<file path="src/design/spp_params.svh">
`ifndef SPP_PARAMS_SVH
`define SPP_PARAMS_SVH

// array geometry
`define SPP_SEC_N      16
`define SPP_SUB_N      16
`define SPP_SEC_W      4
`define SPP_ADDR_W     8
`define SPP_FIRST_SEC  4'h0
`define SPP_LAST_SEC   4'hF

// register widths and bit positions
`define SPP_PWD_W      64
`define SPP_MODE_W     16
`define SPP_FRZ_W      8
`define SPP_OPC_W      8
`define SPP_CNT_W      7
`define SPP_MODE_PWD   2
`define SPP_MODE_PROT  1
`define SPP_VDATA_BIT  0
// address byte of a volatile write sits just above its data byte
`define SPP_WV_ADDR_LO 8

// reset and factory values
`define SPP_PWD_BLANK  64'hFFFF_FFFF_FFFF_FFFF
`define SPP_RSV_HI     13'h1FFF
`define SPP_PINS_IDLE  3'h2

// frame lengths in link clocks, opcode included
`define SPP_LEN_OPC    7'h08
`define SPP_LEN_ADDR   7'h10
`define SPP_LEN_MODE   7'h18
`define SPP_LEN_VLOCK  7'h18
`define SPP_LEN_PWD    7'h48
`define SPP_CNT_MAX    7'h7F

// command opcodes
`define SPP_OP_RD_MODE 8'h2D
`define SPP_OP_WR_MODE 8'h2C
`define SPP_OP_RD_PWD  8'h27
`define SPP_OP_WR_PWD  8'h28
`define SPP_OP_UNLOCK  8'h29
`define SPP_OP_RD_FRZ  8'hA7
`define SPP_OP_WR_FRZ  8'hA6
`define SPP_OP_RD_NV   8'hE2
`define SPP_OP_WR_NV   8'hE3
`define SPP_OP_ERS_NV  8'hE4
`define SPP_OP_RD_V    8'hE8
`define SPP_OP_WR_V    8'hE5

`endif

</file>
<file path="src/design/spp_pkg.sv">
`default_nettype none
package spp_pkg;

   typedef struct packed {
      logic sck;
      logic cs_b;
      logic mosi;
   } spp_pins_t;

   typedef struct packed {
      logic [12:0] rsv_hi;
      logic        pwd_dis;
      logic        prot_sel;
      logic        rsv_lo;
   } spp_mode_t;

   typedef enum logic [3:0] {
      ST_IDLE   = 4'b0001,
      ST_OPC    = 4'b0010,
      ST_ARG    = 4'b0100,
      ST_IGNORE = 4'b1000
   } spp_state_t;

endpackage
`default_nettype wire

</file>
<file path="src/design/spp_sync.sv">
`default_nettype none
module spp_sync #(
   parameter int unsigned      W   = 1,
   parameter logic [W-1:0]     RST = '0
) (
   input  wire logic         clk_in,
   input  wire logic         rst_b_in,
   input  wire logic [W-1:0] d_in,
   output logic      [W-1:0] q_out
);

   logic [W-1:0] s1;
   logic [W-1:0] s2;
   logic [W-1:0] s3;

   // a change is taken only once two later stages agree
   always_ff @(posedge clk_in) begin
      if (!rst_b_in) begin
         s1    <= RST;
         s2    <= RST;
         s3    <= RST;
         q_out <= RST;
      end else begin
         s1 <= d_in;
         s2 <= s1;
         s3 <= s2;
         if (s2 == s3) begin
            q_out <= s3;
         end
      end
   end

endmodule
`default_nettype wire

</file>
<file path="src/design/spp_top.sv">
// Notes on behaviour
// - 16-bit mode register, only bits 2:1 act
// - volatile freeze bit guards all nonvolatile locks
// - one nonvolatile lock per sector, kept
// - one volatile lock per sector, cleared by reset
// - first/last sector: volatile lock per subsector
// - bit 2 cleared makes password permanent, hidden
// - bit 1 cleared keeps bit 2 at one
// - bits 2:1 one-time, never both zero
// - password set before bit 2; then frozen
// - password enabled: freeze released only by match
// - wrong password leaves freeze unchanged
// - factory state: every sector unlocked
// - freeze register 8 bits, bits 7:1 zero
// - freeze zero: nonvolatile lock writes ignored
// - read-freeze command returns freeze bit
// - password enabled: reset forces freeze locked
// - password enabled: correct unlock command sets freeze to one
// - write-freeze command clears freeze to zero
// - nonvolatile lock zero blocks its sector
// - volatile lock one blocks its sector
`default_nettype none
`include "spp_params.svh"
module spp_top (
   input  wire logic                   clk_in,
   input  wire logic                   rst_b_in,
   input  wire logic                   factory_b_in,
   input  wire logic                   sck_in,
   input  wire logic                   cs_b_in,
   input  wire logic                   mosi_in,
   output logic                        miso_out,
   output logic                        miso_oe_out,
   input  wire logic [`SPP_ADDR_W-1:0] chk_addr_in,
   output logic                        chk_block_out,
   output logic                        freeze_out,
   output logic                        pwd_en_out
);

   ////////////////////////////////////////////////////////////////////////////
   // link sampling

   localparam int unsigned PW = $bits(spp_pkg::spp_pins_t);

   spp_pkg::spp_pins_t            raw_pins;
   spp_pkg::spp_pins_t            pins;
   logic [PW-1:0]                 pins_bits;
   logic                          sck_q;
   logic                          rise;
   logic                          fall;

   assign raw_pins = '{sck: sck_in, cs_b: cs_b_in, mosi: mosi_in};

   spp_sync #(
      .W   (PW),
      .RST (`SPP_PINS_IDLE)
   ) u_sync (
      .clk_in   (clk_in),
      .rst_b_in (rst_b_in),
      .d_in     (raw_pins),
      .q_out    (pins_bits)
   );

   assign pins = spp_pkg::spp_pins_t'(pins_bits);
   assign rise = pins.sck & ~sck_q & ~pins.cs_b;
   assign fall = ~pins.sck & sck_q & ~pins.cs_b;

   ////////////////////////////////////////////////////////////////////////////
   // state

   spp_pkg::spp_state_t           state;
   logic [`SPP_CNT_W-1:0]         bit_cnt;
   logic [`SPP_PWD_W-1:0]         rx;
   logic [`SPP_OPC_W-1:0]         opc;
   logic [`SPP_PWD_W-1:0]         tx;
   logic                          tx_act;

   // nonvolatile cells: kept over rst_b_in, loaded with factory values by factory_b_in
   logic                          pwd_dis;
   logic                          prot_sel;
   logic [`SPP_PWD_W-1:0]         pwd;
   logic [`SPP_SEC_N-1:0]         nv_lock;

   // volatile cells
   logic                          freeze;
   logic [`SPP_SEC_N-1:0]         v_lock;
   logic [`SPP_SUB_N-1:0]         v_sub_first;
   logic [`SPP_SUB_N-1:0]         v_sub_last;

   ////////////////////////////////////////////////////////////////////////////
   // decode

   logic [`SPP_OPC_W-1:0]         next_byte;
   logic                          done;
   logic [`SPP_SEC_W-1:0]         wr_sec;
   logic [`SPP_SEC_W-1:0]         wr_sub;
   logic [`SPP_SEC_W-1:0]         nv_sec;
   spp_pkg::spp_mode_t            mode_rd;
   logic                          next_pwd_dis;
   logic                          next_prot_sel;
   logic                          do_wr_mode;
   logic                          do_wr_pwd;
   logic                          do_unlock;
   logic                          do_wr_frz;
   logic                          do_wr_nv;
   logic                          do_ers_nv;
   logic                          do_wr_v;
   logic                          pwd_match;

   assign next_byte = {rx[`SPP_OPC_W-2:0], pins.mosi};
   // a write frame acts only when chip select rises after the exact length
   assign done      = pins.cs_b & (state == spp_pkg::ST_ARG);
   assign wr_sec    = rx[`SPP_WV_ADDR_LO+`SPP_ADDR_W-1 : `SPP_WV_ADDR_LO+`SPP_SEC_W];
   assign wr_sub    = rx[`SPP_WV_ADDR_LO+`SPP_SEC_W-1 : `SPP_WV_ADDR_LO];
   // a lock write ends on its address byte, so the sector sits in rx bits 7:4
   assign nv_sec    = rx[`SPP_ADDR_W-1:`SPP_SEC_W];

   assign mode_rd = '{rsv_hi: `SPP_RSV_HI, pwd_dis: pwd_dis,
                      prot_sel: prot_sel, rsv_lo: 1'b1};

   // bits only ever go from one to zero
   assign next_pwd_dis  = pwd_dis & rx[`SPP_MODE_PWD];
   assign next_prot_sel = prot_sel & rx[`SPP_MODE_PROT];
   assign pwd_match     = (rx == pwd);

   assign do_wr_mode = done & (opc == `SPP_OP_WR_MODE) & (bit_cnt == `SPP_LEN_MODE);
   assign do_wr_pwd  = done & (opc == `SPP_OP_WR_PWD) & (bit_cnt == `SPP_LEN_PWD);
   assign do_unlock  = done & (opc == `SPP_OP_UNLOCK) & (bit_cnt == `SPP_LEN_PWD);
   assign do_wr_frz  = done & (opc == `SPP_OP_WR_FRZ) & (bit_cnt == `SPP_LEN_OPC);
   assign do_wr_nv   = done & (opc == `SPP_OP_WR_NV) & (bit_cnt == `SPP_LEN_ADDR);
   assign do_ers_nv  = done & (opc == `SPP_OP_ERS_NV) & (bit_cnt == `SPP_LEN_OPC);
   assign do_wr_v    = done & (opc == `SPP_OP_WR_V) & (bit_cnt == `SPP_LEN_VLOCK);

   function automatic logic known(input logic [`SPP_OPC_W-1:0] op);
      case (op)
         `SPP_OP_RD_MODE, `SPP_OP_WR_MODE, `SPP_OP_RD_PWD, `SPP_OP_WR_PWD,
         `SPP_OP_UNLOCK, `SPP_OP_RD_FRZ, `SPP_OP_WR_FRZ, `SPP_OP_RD_NV,
         `SPP_OP_WR_NV, `SPP_OP_ERS_NV, `SPP_OP_RD_V, `SPP_OP_WR_V: known = 1'b1;
         default: known = 1'b0;
      endcase
   endfunction

   // volatile lock seen at one address, subsector grain at both ends
   function automatic logic v_bit(input logic [`SPP_ADDR_W-1:0] a);
      logic [`SPP_SEC_W-1:0] s;
      s = a[`SPP_ADDR_W-1:`SPP_SEC_W];
      if (s == `SPP_FIRST_SEC) begin
         v_bit = v_sub_first[a[`SPP_SEC_W-1:0]];
      end else if (s == `SPP_LAST_SEC) begin
         v_bit = v_sub_last[a[`SPP_SEC_W-1:0]];
      end else begin
         v_bit = v_lock[s];
      end
   endfunction

   ////////////////////////////////////////////////////////////////////////////
   // framing

   always_ff @(posedge clk_in) begin
      if (!rst_b_in) begin
         sck_q   <= 1'b0;
         state   <= spp_pkg::ST_IDLE;
         bit_cnt <= '0;
         rx      <= '0;
         opc     <= '0;
      end else begin
         sck_q <= pins.sck;
         case (state)
            spp_pkg::ST_IDLE: begin
               bit_cnt <= '0;
               if (!pins.cs_b) begin
                  state <= spp_pkg::ST_OPC;
               end
            end
            spp_pkg::ST_OPC: begin
               if (pins.cs_b) begin
                  state <= spp_pkg::ST_IDLE;
               end else if (rise) begin
                  rx      <= {rx[`SPP_PWD_W-2:0], pins.mosi};
                  bit_cnt <= bit_cnt + 1'b1;
                  if (bit_cnt == `SPP_LEN_OPC - 1'b1) begin
                     opc   <= next_byte;
                     state <= known(next_byte) ? spp_pkg::ST_ARG : spp_pkg::ST_IGNORE;
                  end
               end
            end
            spp_pkg::ST_ARG, spp_pkg::ST_IGNORE: begin
               if (pins.cs_b) begin
                  state <= spp_pkg::ST_IDLE;
               end else if (rise) begin
                  rx <= {rx[`SPP_PWD_W-2:0], pins.mosi};
                  if (bit_cnt != `SPP_CNT_MAX) begin
                     bit_cnt <= bit_cnt + 1'b1;
                  end
               end
            end
            default: state <= spp_pkg::ST_IDLE;
         endcase
      end
   end

   ////////////////////////////////////////////////////////////////////////////
   // read data, changed on falling link clock, msb first

   always_ff @(posedge clk_in) begin
      if (!rst_b_in) begin
         tx       <= '0;
         tx_act   <= 1'b0;
         miso_out <= 1'b0;
      end else if (pins.cs_b) begin
         tx_act   <= 1'b0;
         miso_out <= 1'b0;
      end else if (rise && state == spp_pkg::ST_OPC && bit_cnt == `SPP_LEN_OPC - 1'b1) begin
         tx_act <= 1'b1;
         case (next_byte)
            `SPP_OP_RD_MODE: tx <= {mode_rd, {(`SPP_PWD_W-`SPP_MODE_W){1'b0}}};
            // password hidden for good once protection is on
            `SPP_OP_RD_PWD:  tx <= pwd_dis ? pwd : `SPP_PWD_BLANK;
            `SPP_OP_RD_FRZ:  tx <= {{(`SPP_FRZ_W-1){1'b0}}, freeze,
                                   {(`SPP_PWD_W-`SPP_FRZ_W){1'b0}}};
            default: begin
               tx     <= '0;
               tx_act <= 1'b0;
            end
         endcase
      end else if (rise && state == spp_pkg::ST_ARG && bit_cnt == `SPP_LEN_ADDR - 1'b1
                   && (opc == `SPP_OP_RD_NV || opc == `SPP_OP_RD_V)) begin
         tx_act <= 1'b1;
         tx     <= {{(`SPP_FRZ_W-1){1'b0}},
                    (opc == `SPP_OP_RD_NV) ? nv_lock[next_byte[`SPP_ADDR_W-1:`SPP_SEC_W]]
                                           : v_bit(next_byte),
                    {(`SPP_PWD_W-`SPP_FRZ_W){1'b0}}};
      end else if (fall && tx_act) begin
         miso_out <= tx[`SPP_PWD_W-1];
         tx       <= {tx[`SPP_PWD_W-2:0], 1'b0};
      end
   end

   assign miso_oe_out = tx_act & ~pins.cs_b;

   ////////////////////////////////////////////////////////////////////////////
   // nonvolatile mode, password and sector locks

   always_ff @(posedge clk_in) begin
      if (!factory_b_in) begin
         pwd_dis  <= 1'b1;
         prot_sel <= 1'b1;
         pwd      <= `SPP_PWD_BLANK;
         nv_lock  <= '1;
      end else begin
         // refuse any write leaving both mode bits at zero
         if (do_wr_mode && (next_pwd_dis || next_prot_sel)) begin
            pwd_dis  <= next_pwd_dis;
            prot_sel <= next_prot_sel;
         end
         if (do_wr_pwd && pwd_dis) begin
            pwd <= rx;
         end
         if (freeze) begin
            if (do_ers_nv) begin
               nv_lock <= '1;
            end else if (do_wr_nv) begin
               nv_lock[nv_sec] <= 1'b0;
            end
         end
      end
   end

   ////////////////////////////////////////////////////////////////////////////
   // freeze bit

   always_ff @(posedge clk_in) begin
      if (!factory_b_in) begin
         freeze <= 1'b1;
      end else if (!rst_b_in) begin
         freeze <= pwd_dis;
      end else if (do_wr_frz) begin
         freeze <= 1'b0;
      end else if (do_unlock && !pwd_dis && pwd_match) begin
         freeze <= 1'b1;
      end
   end

   ////////////////////////////////////////////////////////////////////////////
   // volatile locks

   always_ff @(posedge clk_in) begin
      if (!rst_b_in) begin
         v_lock      <= '0;
         v_sub_first <= '0;
         v_sub_last  <= '0;
      end else if (do_wr_v) begin
         if (wr_sec == `SPP_FIRST_SEC) begin
            v_sub_first[wr_sub] <= rx[`SPP_VDATA_BIT];
         end else if (wr_sec == `SPP_LAST_SEC) begin
            v_sub_last[wr_sub] <= rx[`SPP_VDATA_BIT];
         end else begin
            v_lock[wr_sec] <= rx[`SPP_VDATA_BIT];
         end
      end
   end

   ////////////////////////////////////////////////////////////////////////////
   // protection answer for the array

   always_ff @(posedge clk_in) begin
      if (!rst_b_in) begin
         chk_block_out <= 1'b0;
         freeze_out    <= 1'b1;
         pwd_en_out    <= 1'b0;
      end else begin
         chk_block_out <= ~nv_lock[chk_addr_in[`SPP_ADDR_W-1:`SPP_SEC_W]]
                          | v_bit(chk_addr_in);
         freeze_out    <= freeze;
         pwd_en_out    <= ~pwd_dis;
      end
   end

endmodule
`default_nettype wire
</file>
<file path="config.mk">
export PLATFORM = sky130hd
export DESIGN_NAME = spp_top
export DESIGN_NICKNAME = d
export VERILOG_FILES = /design/src/design/spp_pkg.sv /design/src/design/spp_sync.sv /design/src/design/spp_top.sv
export VERILOG_INCLUDE_DIRS = /design/src /design/src/design
export SDC_FILE = /design/constraint.sdc
export NUM_CORES = 1
export LEC_CHECK = 0
export BUFFER_PORTS_ARGS = -buffer_cell sky130_fd_sc_hd__buf_4
export CELL_PAD_IN_SITES_DETAIL_PLACEMENT = 1
export CELL_PAD_IN_SITES_GLOBAL_PLACEMENT = 2
export CORE_UTILIZATION = 25
export DETAILED_ROUTE_END_ITERATION = 8
export GPL_ROUTABILITY_DRIVEN = 0
export GPL_TIMING_DRIVEN = 1
export MAX_ROUTING_LAYER = met4
export PLACE_DENSITY = 0.59
export SLEW_MARGIN = 15
export SYNTH_ARGS = -nofsm -noshare
export SYNTH_HDL_FRONTEND = slang
export SYNTH_HIERARCHICAL = 1
export SYNTH_SLANG_ARGS = --single-unit
</file>
<file path="constraint.sdc">
create_clock -name clk_in -period 3.95 [get_ports clk_in]
set_input_delay 0.395 -clock clk_in [delete_from_list [all_inputs] [get_ports clk_in]]
set_output_delay 0.395 -clock clk_in [all_outputs]
set_load 0.05 [all_outputs]
</file>
==> impl_metrics.py <==
metrics = {
    "setup_path": {
        "path_max_fanout": 19,
        "crit_arrival_ns": 3.83,
        "critical_path_required_ns": 4.41,
        "criticalPathCategory": "flop to flop",
        "startpoint_type": "flop",
        "end_kind": "flop",
        "reg2reg_depth": 7,
    },
    "clock_tree": {
        "cts_max_level": 2,
        "cts.sinks": 295,
        "cts_buffers": 38,
        "cts_buffer_depth": 3,
        "cts_root_buffer": "clkbuf_16",
        "clk_pin_slew_ns": 0.06,
        "cts_tree": "built",
        "cts_resized": 0,
        "clk_latency_ns": 0.55,
        "cts_setup_buffers": 0,
        "ctsHoldBuffers": 0,
    },
    "finish": {
        "fill_cells": 6276,
        "insertedDiodeCount": 0,
        "drive_above_1_share": 0.103,
        "final_area_mm2": 0.0156,
        "syn2layout_area_growth_pct": 13.5,
        "nNetsFinal": 1582,
    },
    "timing": {
        "min_period_ns": 3.37,
        "setup_viol": 0,
        "max_freq_mhz": 296,
        "setup_tns_ns": 0,
        "worst_pin_slew_ns": 0.931,
        "finalHoldViolations": 0,
        "clock_skew_ns": 0.0215,
        "fin_crit_sh": 0.854,
        "setup_ws_ns": 0.575,
        "rsz0062_at_grt": "no",
        "slew_viol_final": 0,
        "slew_headroom": 0.375,
    },
    "power_and_ir_drop": {
        "p_total_w": 0.00641,
        "power.density_mw_per_mm2": 412,
        "ir_drop_mv": 0.224,
        "leakage_nw": 5.64,
    },
    "synth": {
        "synth-main-ff-cell": "dfxtp_1",
        "async_reset_ff_frac": 0,
        "ys_ff_latch": 295,
        "yosysSeqAreaShare": 0.430,
        "synth_edf_count": 0,
        "synth_cells": 1614,
        "syn_area_mm2": 0.0137,
        "synth_top_cell_area_share": 0.430,
        "avgSynthCellArea_um2": 8.51,
        "synth_most_common_cell": "dfxtp_1",
        "synth_commonest_cells": "dfxtp_1, nand2_1, a21oi_1, clkbuf_1, o21ai_0",
        "synthTopCellsByArea": "dfxtp_1, a21oi_1, nand2_1, mux4_2, mux2i_1",
        "synth_cell_types": 71,
        "yosysTopAreaCell": "dfxtp_1",
        "ys_warn_count": 6,
        "mappedNetlistNets": 1630,
    },
    "floorplan": {
        "die_area_mm2": 0.0559,
        "rows": 85,
        "core_area_mm2": 0.0540,
        "die_w_um": 236,
        "die_h_um": 236,
        "io_pins": 19,
        "start_util": 0.254,
    },
    "route": {
        "antenna_left": 0,
        "wl_per_cell_um": 19.7,
        "drc": 0,
        "dr.pass1.iters": 5,
        "drt_wl_total_um": 44900,
        "first_iter_violations": 558,
        "vias": 11600,
        "avgViaCountPerCell": 5.06,
    },
    "placement": {
        "dpl.hpwl_um": 29200,
        "placedInstanceArea_mm2": 0.0144,
        "dp_slack_ns": 0.548,
        "io_buffers": 18,
    },
    "worst_hold_path": {
        "holdPathStages": 2,
        "hp-class": "primary input to flop",
    },
    "status": {
        "status": "complete, no violations",
    },
    "global_routing": {
        "grt_pass1_vias": 12000,
        "grt_max_degree": 65,
        "overflow": 0,
        "grt_pass1_wl_um": 71600,
        "antenna_found_initial": 2,
        "track_usage": 0.167,
    },
    "run": {
        "drv_cap": 0,
    },
}
final cells by class:
class | instances | area (um2) | share of cell area
timing repair buffer | 50 | 433 | 0.0278
inverter | 59 | 221 | 0.0142
sequential | 295 | 5910 | 0.379
clock inverter | 8 | 68.8 | 0.00442
multi-input combinational | 1122 | 6990 | 0.449
clock buffer | 56 | 1090 | 0.0699
tap | 696 | 871 | 0.0559
registers in the layout, indices dropped and copies added (netlist names), 4 cells and up:
name / flops
v_sub_last: 16
state: 4
rx: 64
opc: 8
pwd: 64
v_sub_first: 16
bit_cnt: 7
v_lock: 15
nv_lock: 16
tx: 64
routing by layer:
metal  routed length, um  track usage  vias up  share of wire
li1                    -            -     5582              -
met1               22100        0.222     5800           0.49
met2               20700        0.267      129           0.46
met3                1430       0.0259       55          0.032
met4                 753       0.0378        0          0.017
met5                   0            -        -              0
per-stage QoR:
stage | hold slack [ns] | instances | util
after floorplan | 0.386 | 1614 | -
after global placement | 0.396 | 2221 | 0.266
after detailed placement | 0.402 | 2221 | 0.266
after CTS | 0.00118 | 2285 | 0.288
after global routing | 0.0256 | 2286 | 0.288
final | 0.0388 | 2286 | 0.288
critical path, cell delays in order (launching register included):
cell,delay [ns]
dfxtp_1,0.36
nor2b_1,0.39
nor4bb_1,0.73
nand4b_1,0.88
buf_4,0.52
a21oi_1,0.17
a21oi_1,0.06
a21oi_1,0.16
logic make-up after synthesis:
kind of cell / share of synthesized area
XOR/XNOR: 0.0408
flip-flops: 0.430
buffers and inverters: 0.0641
AND/OR/NAND/NOR: 0.179
multiplexers: 0.0899
AO/OA/AOI/OAI: 0.194
adder cells (fa/ha/maj): 0.00182
power by group:
group          switching, W  internal (W)  leakage [nW]
sequential       0.00000602       0.00298          2.38
combinational     0.0000838     0.0000324          2.69
clock               0.00134       0.00196         0.573
total               0.00143       0.00498          5.64
placed cells by master, fill, tap and decap left out, types with 13 or more instances in the layout:
master	instances
inv_1	58
nand4_1	19
a21o_1	13
clkbuf_16	39
nor3_1	16
nor2_1	43
nand2b_1	19
nor2b_1	17
nand3_1	51
nor4_1	14
a31oi_1	16
mux2i_1	48
o21ai_0	88
o211ai_1	58
nand2_1	281
xnor2_1	21
buf_4	46
a21oi_1	214
dfxtp_1	294
xor2_1	43
mux4_2	31
worst paths after layout:
kind	start	endpoint	slack, ns
worst min-delay path	cs_b_in	u_sync/s1[1]	0.04
worst max-delay path	u_sync/q_out[2]	tx[27]	0.58
worst min register to register	u_sync/s1[1]	u_sync/s2[1]	0.43
worst max register to register	u_sync/q_out[2]	tx[27]	0.58
(Power assumes the default switching activity.)
